### src/tcd_pkg.sv
// Constants and types shared by the terminal command decoder.
// Functional notes
// Four select terminals pick one of sixteen presets.
// Preset 100 percent equals maximum output frequency.
// Preset also feeds regulator setpoint and voltage.
// Two terminals select one of four ramp pairs.
// Motor terminal OFF first set, ON second.
// Programmable input filter, default 0.010s, max 1.000s.
// Command mode 0 to 3, reset default 0.
// Mode 0: first forward, second reverse, else stop.
// Mode 1: first enables, second sets direction.
// Mode 2: enabled pushes start forward or reverse.
// Three-line modes stop when enable goes OFF.
// Mode 2 latches state from latest input action.
// Mode 3: enabled push on first starts running.
// Mode 3 direction follows second input level.
// UP/DOWN changes setpoint at programmable rate.
// Rate range follows the frequency resolution setting; the code ignores CTRL bit 2 and keeps the rate at 1 to 65535.
// Input accepted after stable for filter time.
// Three-line pushes detected as filtered rising edges.
package tcd_pkg;

  // ==========================================================
  // Timing
  localparam int CLK_PERIOD_NS = 100;
  localparam int TICK_TIME_NS = 1_000_000;
  localparam int TICK_CYCLES = (TICK_TIME_NS + CLK_PERIOD_NS - 1) / CLK_PERIOD_NS;
  localparam int TICK_PER_SEC = 1000;

  // ==========================================================
  // Terminal positions
  localparam int NUM_DIN = 12;
  localparam int DIN_FIRST = 0;
  localparam int DIN_SECOND = 1;
  localparam int DIN_THIRD = 2;
  localparam int DIN_REF_LO = 3;
  localparam int DIN_RAMP_LO = 7;
  localparam int DIN_MOTOR = 9;
  localparam int DIN_UP = 10;
  localparam int DIN_DOWN = 11;

  // ==========================================================
  // Register offsets
  localparam logic [7:0] OFS_CTRL = 8'h00;
  localparam logic [7:0] OFS_FILT = 8'h04;
  localparam logic [7:0] OFS_RATE = 8'h08;
  localparam logic [7:0] OFS_MAXF = 8'h0C;
  localparam logic [7:0] OFS_STATUS = 8'h10;
  localparam logic [7:0] OFS_FREQ = 8'h14;
  localparam logic [7:0] OFS_UDFREQ = 8'h18;
  localparam logic [7:0] OFS_PRESET = 8'h40;
  localparam logic [7:0] OFS_PRESET_END = 8'h7C;

  // ==========================================================
  // Field positions, reset values and limits
  localparam int CTRL_RES_BIT = 2;
  localparam logic [9:0] RST_FILT_MS = 10'h00A;
  localparam logic [9:0] FILT_MAX_MS = 10'h3E8;
  localparam logic [15:0] RST_RATE = 16'h0064;
  localparam logic [15:0] RATE_MIN = 16'h0001;
  localparam logic [15:0] RST_MAXF = 16'h1388;
  localparam logic [15:0] PCT_FULL = 16'h2710;
  localparam logic [15:0] RST_PRESET = 16'h0000;

  // ==========================================================
  // Types
  typedef enum logic [1:0] {MODE_TWO1, MODE_TWO2, MODE_THREE1, MODE_THREE2} tcd_mode_e;
  typedef enum logic [1:0] {CMD_STOP, CMD_FWD, CMD_REV} tcd_cmd_e;

endpackage

### src/tcd_filt_if.sv
// Signals between the input filter and the command logic.
interface tcd_filt_if #(parameter int N = 12);
  logic tick;
  logic [9:0] filtTime;
  logic [N-1:0] level;
  logic [N-1:0] rise;
  modport filt(input tick, filtTime, output level, rise);
  modport ctrl(output tick, filtTime, input level, rise);
endinterface

### src/tcd_input_filter.sv
// Synchroniser and debounce filter for the digital input terminals.
module tcd_input_filter #(
  parameter int N = 12
) (
  // Clock and reset
  input wire logic core_clk,
  input wire logic arst_n,
  // Raw terminals
  input wire logic [N-1:0] din,
  // Filtered view
  tcd_filt_if.filt fi
);

  logic [N-1:0] meta_r;
  logic [N-1:0] sync_r;
  logic [N-1:0] level_r;
  logic [N-1:0] rise_r;
  logic [9:0] cnt_r [N];

  // ==========================================================
  // Two-stage synchroniser
  always_ff @(posedge core_clk or negedge arst_n) begin
    if (!arst_n) begin
      meta_r <= '0;
      sync_r <= '0;
    end else begin
      meta_r <= din;
      sync_r <= meta_r;
    end
  end

  // ==========================================================
  // Stability counters in timebase ticks
  always_ff @(posedge core_clk or negedge arst_n) begin
    if (!arst_n) begin
      level_r <= '0;
      rise_r <= '0;
      for (int i = 0; i < N; i++) begin
        cnt_r[i] <= '0;
      end
    end else begin
      for (int i = 0; i < N; i++) begin
        rise_r[i] <= 1'b0;
        if (sync_r[i] == level_r[i]) begin
          cnt_r[i] <= '0;
        end else if (fi.filtTime == '0 ||
                     (fi.tick && cnt_r[i] + 10'h001 >= fi.filtTime)) begin
          level_r[i] <= sync_r[i];
          rise_r[i] <= sync_r[i];
          cnt_r[i] <= '0;
        end else if (fi.tick) begin
          cnt_r[i] <= cnt_r[i] + 10'h001;
        end
      end
    end
  end

  assign fi.level = level_r;
  assign fi.rise = rise_r;
endmodule

### src/tcd_terminal_command_decoder.sv
// Terminal command decoder with APB register access.
module tcd_terminal_command_decoder #(
  parameter int TICK_CYCLES = tcd_pkg::TICK_CYCLES
) (
  // Clock and reset
  input wire logic core_clk,
  input wire logic arst_n,
  // APB slave
  input wire logic [7:0] paddr,
  input wire logic psel,
  input wire logic penable,
  input wire logic pwrite,
  input wire logic [31:0] pwdata,
  output logic [31:0] prdata,
  output logic pready,
  output logic pslverr,
  // Input terminals
  input wire logic [tcd_pkg::NUM_DIN-1:0] din,
  // Run commands
  output logic forwardRun,
  output logic reverseRun,
  // References and selections
  output logic [3:0] refIndex,
  output logic [15:0] presetFreq,
  output logic [15:0] pidSetpoint,
  output logic [15:0] vfVoltage,
  output logic [1:0] rampSel,
  output logic motorSel,
  output logic [31:0] upDownFreq
);

  tcd_filt_if #(.N(tcd_pkg::NUM_DIN)) fif();

  tcd_input_filter #(.N(tcd_pkg::NUM_DIN)) u_filter (
    .core_clk(core_clk),
    .arst_n(arst_n),
    .din(din),
    .fi(fif.filt)
  );

  // ==========================================================
  // Registers
  tcd_pkg::tcd_mode_e mode_r;
  logic res3_r;
  logic [9:0] filt_r;
  logic [15:0] rate_r;
  logic [15:0] maxf_r;
  logic [15:0] preset_r [16];
  logic [31:0] prdata_r;
  logic [15:0] tickCnt_r;
  tcd_pkg::tcd_cmd_e cmd_r;
  tcd_pkg::tcd_cmd_e cmd_nxt;
  logic fwd_r;
  logic rev_r;
  logic [3:0] refIndex_r;
  logic [15:0] presetFreq_r;
  logic [15:0] pidSetpoint_r;
  logic [15:0] vfVoltage_r;
  logic [1:0] rampSel_r;
  logic motorSel_r;
  logic [31:0] udFreq_r;
  logic [31:0] udLimit;
  logic wrEn;
  logic inF;
  logic inS;
  logic inEn;
  logic riseF;
  logic riseS;
  logic upOn;
  logic downOn;

  function automatic logic mapped(input logic [7:0] a);
    mapped = a[1:0] == 2'h0 &&
             (a <= tcd_pkg::OFS_UDFREQ ||
              (a >= tcd_pkg::OFS_PRESET && a <= tcd_pkg::OFS_PRESET_END));
  endfunction

  function automatic logic [15:0] scale(input logic [15:0] pct, input logic [15:0] fmax);
    logic [31:0] prod;
    prod = pct * fmax;
    scale = 16'(prod / 32'(tcd_pkg::PCT_FULL));
  endfunction

  assign wrEn = psel && penable && pwrite && mapped(paddr);
  assign pready = 1'b1;
  assign pslverr = psel && penable && !mapped(paddr);
  assign prdata = prdata_r;

  // ==========================================================
  // Register writes
  always_ff @(posedge core_clk or negedge arst_n) begin
    if (!arst_n) begin
      mode_r <= tcd_pkg::MODE_TWO1;
      res3_r <= 1'b0;
      filt_r <= tcd_pkg::RST_FILT_MS;
      rate_r <= tcd_pkg::RST_RATE;
      maxf_r <= tcd_pkg::RST_MAXF;
    end else if (wrEn) begin
      unique case (paddr)
        tcd_pkg::OFS_CTRL: begin
          mode_r <= tcd_pkg::tcd_mode_e'(pwdata[1:0]);
          res3_r <= pwdata[tcd_pkg::CTRL_RES_BIT];
        end
        tcd_pkg::OFS_FILT: begin
          filt_r <= (pwdata > 32'(tcd_pkg::FILT_MAX_MS)) ? tcd_pkg::FILT_MAX_MS
                                                          : pwdata[9:0];
        end
        tcd_pkg::OFS_RATE: begin
          rate_r <= (pwdata[15:0] == 16'h0000) ? tcd_pkg::RATE_MIN : pwdata[15:0];
        end
        tcd_pkg::OFS_MAXF: begin
          maxf_r <= pwdata[15:0];
        end
        default: begin
        end
      endcase
    end
  end

  always_ff @(posedge core_clk or negedge arst_n) begin
    if (!arst_n) begin
      for (int i = 0; i < 16; i++) begin
        preset_r[i] <= tcd_pkg::RST_PRESET;
      end
    end else if (wrEn && paddr >= tcd_pkg::OFS_PRESET) begin
      preset_r[paddr[5:2]] <= (pwdata[15:0] > tcd_pkg::PCT_FULL) ? tcd_pkg::PCT_FULL
                                                                 : pwdata[15:0];
    end
  end

  // ==========================================================
  // Register reads, captured in the setup phase
  always_ff @(posedge core_clk or negedge arst_n) begin
    if (!arst_n) begin
      prdata_r <= '0;
    end else if (psel && !penable && !pwrite) begin
      prdata_r <= '0;
      if (paddr >= tcd_pkg::OFS_PRESET && mapped(paddr)) begin
        prdata_r <= {16'h0000, preset_r[paddr[5:2]]};
      end else begin
        unique case (paddr)
          tcd_pkg::OFS_CTRL: prdata_r <= {29'h0000_0000, res3_r, mode_r};
          tcd_pkg::OFS_FILT: prdata_r <= {22'h00_0000, filt_r};
          tcd_pkg::OFS_RATE: prdata_r <= {16'h0000, rate_r};
          tcd_pkg::OFS_MAXF: prdata_r <= {16'h0000, maxf_r};
          tcd_pkg::OFS_STATUS: prdata_r <= {11'h000, rev_r, fwd_r, motorSel_r, rampSel_r,
                                            refIndex_r, fif.level};
          tcd_pkg::OFS_FREQ: prdata_r <= {16'h0000, presetFreq_r};
          tcd_pkg::OFS_UDFREQ: prdata_r <= udFreq_r;
          default: prdata_r <= '0;
        endcase
      end
    end
  end

  // ==========================================================
  // Timebase
  always_ff @(posedge core_clk or negedge arst_n) begin
    if (!arst_n) begin
      tickCnt_r <= '0;
    end else if (tickCnt_r == 16'(TICK_CYCLES - 1)) begin
      tickCnt_r <= '0;
    end else begin
      tickCnt_r <= tickCnt_r + 16'h0001;
    end
  end

  assign fif.tick = tickCnt_r == 16'(TICK_CYCLES - 1);
  assign fif.filtTime = filt_r;

  // ==========================================================
  // Run command decode
  assign inF = fif.level[tcd_pkg::DIN_FIRST];
  assign inS = fif.level[tcd_pkg::DIN_SECOND];
  assign inEn = fif.level[tcd_pkg::DIN_THIRD];
  assign riseF = fif.rise[tcd_pkg::DIN_FIRST];
  assign riseS = fif.rise[tcd_pkg::DIN_SECOND];

  always_comb begin
    cmd_nxt = cmd_r;
    unique case (mode_r)
      tcd_pkg::MODE_TWO1: begin
        if (inF && !inS) begin
          cmd_nxt = tcd_pkg::CMD_FWD;
        end else if (inS && !inF) begin
          cmd_nxt = tcd_pkg::CMD_REV;
        end else begin
          cmd_nxt = tcd_pkg::CMD_STOP;
        end
      end
      tcd_pkg::MODE_TWO2: begin
        if (!inF) begin
          cmd_nxt = tcd_pkg::CMD_STOP;
        end else begin
          cmd_nxt = inS ? tcd_pkg::CMD_REV : tcd_pkg::CMD_FWD;
        end
      end
      tcd_pkg::MODE_THREE1: begin
        if (!inEn) begin
          cmd_nxt = tcd_pkg::CMD_STOP;
        end else if (riseF) begin
          cmd_nxt = tcd_pkg::CMD_FWD;
        end else if (riseS) begin
          cmd_nxt = tcd_pkg::CMD_REV;
        end
      end
      tcd_pkg::MODE_THREE2: begin
        if (!inEn) begin
          cmd_nxt = tcd_pkg::CMD_STOP;
        end else if (riseF || cmd_r != tcd_pkg::CMD_STOP) begin
          cmd_nxt = inS ? tcd_pkg::CMD_REV : tcd_pkg::CMD_FWD;
        end
      end
    endcase
  end

  always_ff @(posedge core_clk or negedge arst_n) begin
    if (!arst_n) begin
      cmd_r <= tcd_pkg::CMD_STOP;
      fwd_r <= 1'b0;
      rev_r <= 1'b0;
    end else begin
      cmd_r <= cmd_nxt;
      fwd_r <= cmd_nxt == tcd_pkg::CMD_FWD;
      rev_r <= cmd_nxt == tcd_pkg::CMD_REV;
    end
  end

  // ==========================================================
  // Preset reference, ramp and motor selection
  always_ff @(posedge core_clk or negedge arst_n) begin
    if (!arst_n) begin
      refIndex_r <= '0;
      rampSel_r <= '0;
      motorSel_r <= 1'b0;
      presetFreq_r <= '0;
      pidSetpoint_r <= '0;
      vfVoltage_r <= '0;
    end else begin
      refIndex_r <= fif.level[tcd_pkg::DIN_REF_LO +: 4];
      rampSel_r <= fif.level[tcd_pkg::DIN_RAMP_LO +: 2];
      motorSel_r <= fif.level[tcd_pkg::DIN_MOTOR];
      presetFreq_r <= scale(preset_r[refIndex_r], maxf_r);
      pidSetpoint_r <= preset_r[refIndex_r];
      vfVoltage_r <= preset_r[refIndex_r];
    end
  end

  // ==========================================================
  // UP/DOWN setpoint in thousandths of a resolution step
  assign udLimit = 32'({16'h0000, maxf_r} * 32'(tcd_pkg::TICK_PER_SEC));
  assign upOn = fif.level[tcd_pkg::DIN_UP] && !fif.level[tcd_pkg::DIN_DOWN];
  assign downOn = fif.level[tcd_pkg::DIN_DOWN] && !fif.level[tcd_pkg::DIN_UP];

  always_ff @(posedge core_clk or negedge arst_n) begin
    if (!arst_n) begin
      udFreq_r <= '0;
    end else if (udFreq_r > udLimit) begin
      udFreq_r <= udLimit;
    end else if (fif.tick && upOn) begin
      udFreq_r <= (udLimit - udFreq_r <= 32'(rate_r)) ? udLimit
                                                      : udFreq_r + 32'(rate_r);
    end else if (fif.tick && downOn) begin
      udFreq_r <= (udFreq_r <= 32'(rate_r)) ? 32'h0000_0000
                                            : udFreq_r - 32'(rate_r);
    end
  end

  // ==========================================================
  // Outputs
  assign forwardRun = fwd_r;
  assign reverseRun = rev_r;
  assign refIndex = refIndex_r;
  assign presetFreq = presetFreq_r;
  assign pidSetpoint = pidSetpoint_r;
  assign vfVoltage = vfVoltage_r;
  assign rampSel = rampSel_r;
  assign motorSel = motorSel_r;
  assign upDownFreq = udFreq_r;
endmodule

### config.mk
export PLATFORM = sky130hd
export DESIGN_NAME = tcd_terminal_command_decoder
export DESIGN_NICKNAME = d
export VERILOG_FILES = /design/src/tcd_pkg.sv /design/src/tcd_filt_if.sv /design/src/tcd_input_filter.sv /design/src/tcd_terminal_command_decoder.sv
export SDC_FILE = /design/constraint.sdc
export NUM_CORES = 2
export LEC_CHECK = 0
export BUFFER_PORTS_ARGS = -buffer_cell sky130_fd_sc_hd__buf_2
export CORE_MARGIN = 5
export CORE_UTILIZATION = 45
export CTS_BUF_LIST = sky130_fd_sc_hd__clkbuf_2 sky130_fd_sc_hd__clkbuf_4 sky130_fd_sc_hd__clkbuf_8
export DETAILED_ROUTE_END_ITERATION = 6
export SYNTH_ARGS = -nofsm -noshare
export SYNTH_HDL_FRONTEND = slang
export SYNTH_SLANG_ARGS = --single-unit
### constraint.sdc
create_clock -name core_clk -period 26.2 [get_ports core_clk]
set_input_delay 2.62 -clock core_clk [delete_from_list [all_inputs] [get_ports core_clk]]
set_output_delay 2.62 -clock core_clk [all_outputs]
set_load 0.1 [all_outputs]
==> impl_metrics.toml <==
[outcome]
run_status = "complete, no violations"

[setup_path]
slowest_delay_ps = 960
worst-setup-path-type = "reg2reg"
critPathBufInv = 6
critical_path_depth = 75
rrSetupSlack_ps = 1390
cp-start-kind = "flop"
cp.arrival_ps = 25510
crit_end = "presetFreq[0]"
ff2ff_path_depth = 75
crit_top_cell = "fa_1"
cp-startpoint = "refIndex[0]"
r2r_end = "presetFreq[0]"
r2r-start = "refIndex[0]"
crit_family = "compound AO/OA/AOI/OAI gates"
end_kind = "flop"
crit_fanout = 17
cpMaxStageDelayCell = "o41ai_1"
crit_required_ps = 26890

[timing]
hold_viol = 0
finalMaxSlewViolations = 0
setup_viol = 0
final.setup_skew_ps = 64.4
fin_setup_tns_ps = 0
worst_pin_slew_ps = 1290
slew_headroom_pct = 13.6
fmax_mhz = 40.3
finalCritPeriodShare_pct = 94.7
min_period_ps = 24810

[power]
ir_drop_uv = 389
finalPower_uw = 5780
p_per_area_nw_per_um2 = 101
leakage_uw = 0.0265

[grt]
grt_antenna_before_repair = 13
overflow = 0
grt_pass1_vias = 43031
grt_max_degree = 104
grt_pass1_wl_um = 252000
grt_usage_pct = 26.1

[die]
core_um2 = 116000
die_area_um2 = 123000
ios = 180
die_w_um = 351
fp.dieH_um = 351
start_util_pct = 45.1
rows = 125

[logic_synthesis]
ys_seq_area_share_pct = 27.9
synth_area_per_cell_um2 = 9.20
yosys.area.top_type = "dfrtp_1"
synth_top_area_share_pct = 27.4
synth-seq-cells = 582
ys.flop_type = "dfrtp_1"
yosysWarnings = 0
syn_area_um2 = 52200
synthArstFlopShare_pct = 100
ys_types = 144
synth_edf_count = 0
syn_inst = 5676
synth_area_leaders = "dfrtp_1 (27%), fa_1 (9.6%), ha_1 (8.6%)"

[clock_tree]
ctsHoldBuffers = 0
cts_made_buffers = 103
clock_latency_ps = 790
numClockSinks = 582
cts-htree-levels = 3
cts.reportedPaths.clkPinSlew_ps = 60
cts_max_path_buffers = 3
clock-root-buffer = "clkbuf_8"
cts_tree = "done"

[place]
place_hpwl_um = 117000
io_buffers = 178
gp_congestion = 0.909

[detailed_routing]
routedWlPerCell_um = 22.0
drt-initial-drc-count = 3743
ant_nets = 0
drt_pass1_iterations = 7
drt_wl_total_um = 162000
drc = 0
vias = 43725
viasPerCell = 5.93

[hold_path]
worstHoldStart = "u_filter.meta_r[6]"
hp-class = "reg2reg"

[cells_and_area]
fin_nets = 6426
drive_gt1_share_pct = 14.4
syn2layout_area_growth_pct = 9.29

[flow_run]
max-cap-violations = 0
## cells by family (layout without fill, tap and decap cells)
| group | count (synthesis) | after routing | synth area share [%] |
|---|---|---|---|
| compound gates | 1286 | 1286 | 16.2 |
| xor+xnor | 305 | 305 | 5.26 |
| fa+ha+maj | 622 | 622 | 18.4 |
| buf+inv | 642 | 810 | 4.85 |
| flops | 582 | 582 | 27.9 |
| mux | 250 | 250 | 8.82 |
| other cells | 2 | 12 | 0.0144 |
| simple gates | 1987 | 1987 | 18.5 |
## synth_stat cells (20+ instances only)
| library cell | count |
|---|---|
| fa_1 | 250 |
| nor3_1 | 81 |
| nor2b_1 | 51 |
| o22ai_1 | 30 |
| dfrtp_1 | 572 |
| xnor2_1 | 179 |
| mux2i_1 | 38 |
| and3_1 | 55 |
| inv_1 | 358 |
| nand3_1 | 147 |
| mux4_2 | 160 |
| o21ai_1 | 25 |
| clkbuf_1 | 206 |
| a21o_1 | 69 |
| a21oi_1 | 258 |
| nand4_1 | 110 |
| nor4_1 | 29 |
| o21a_1 | 22 |
| and2_1 | 213 |
| o211ai_1 | 27 |
| mux2_2 | 44 |
| a31oi_1 | 40 |
| buf_4 | 20 |
| ha_1 | 360 |
| a211oi_1 | 26 |
| or3_1 | 22 |
| o21ai_0 | 452 |
| nand2_1 | 783 |
| xor2_1 | 116 |
| nor2_1 | 308 |
| nand2b_1 | 91 |
| a22oi_1 | 32 |
| buf_1 | 29 |
| o21bai_1 | 36 |
## through the flow
stage,hold WS [ps],std cells,setup WS [ps],area [um2],util [%]
floorplan,331,5677,3160,52200,-
global placement,333,7165,698,54500,47.1
detailed placement,335,7165,205,54500,47.1
CTS,346,7356,118,56800,49.1
global route,353,7371,-19.2,57100,49.3
finish,341,7378,1390,57100,49.3
## repair_timing
action | 4_1_cts | 5_1_grt
setup endpoints to repair | 0 | 3
setup buffers | 0 | 13
gates resized for setup | 0 | 25
## flip-flops by register name, indices dropped and copies added, names as in the netlist, 2 cells and up
register	count
presetFreq	16
prdata	32
refIndex	4
u_filter.cnt_r	120
u_filter.meta_r	12
u_filter.fi.level	12
rampSel	2
preset_r	256
u_filter.fi.rise	2
fif.filtTime	10
mode_r	2
cmd_r	2
rate_r	16
tickCnt_r	16
u_filter.sync_r	12
vfVoltage	16
upDownFreq	32
maxf_r	16
## layout make-up
type                            instances  area [um2]
Timing Repair Buffer                  254        1520
Antenna cell                            9        22.5
Clock buffer                          168        2060
Sequential cell                       582       14600
Clock inverter                         23         251
Multi-Input combinational cell       4453       35400
Inverter                              365        1370
Fill cell                           11004       58700
Tap cell                             1524        1910
## report_power, final
part           total [uW]  leakage, uW  switching, uW  internal [uW]
logic                3830       0.0174           2340           1490
registers             999      0.00781           57.9            941
clock network         951      0.00124            419            532
## worst reg2reg max path: cells and delay by family, from the launching register on
family	cells	cell delay [ps]
compound gates	38	12380
fa+ha+maj	8	3750
simple gates	12	3150
xor+xnor	7	2390
mux	4	1680
buf+inv	6	740
flops	1	590
## layer usage
metal	vias up	wire, um	global-route usage, %	share of wire, %
met5	-	32	0	0.020
met4	4	4990	7.90	3.1
met3	273	13000	5.30	8.0
met2	1532	72600	41.1	45
met1	21626	71400	36.4	44
li1	20290	-	-	-
## cell usage in the layout (no fill, tap or decap), types with 74 or more instances in the layout
cell	n
nand2_1	779
dfrtp_1	570
o21ai_0	452
ha_1	360
inv_1	358
nor2_1	305
a21oi_1	257
fa_1	250
and2_1	213
xnor2_1	177
buf_2	175
mux4_2	160
nand3_1	141
clkbuf_8	128
xor2_1	115
nand4_1	110
nand2b_1	91
nor3_1	76
buf_4	74
## worst min-delay path by stage
stage,to,cells past startpoint
3_5_place_dp,u_filter.sync_r[5],0
4_1_cts,u_filter.sync_r[6],0
3_3_place_gp,u_filter.sync_r[6],0
6_report,u_filter.sync_r[6],0
2_1_floorplan,u_filter.sync_r[0],0
5_1_grt,u_filter.sync_r[6],0
Note: power is estimated with default switching activity, not from simulation.
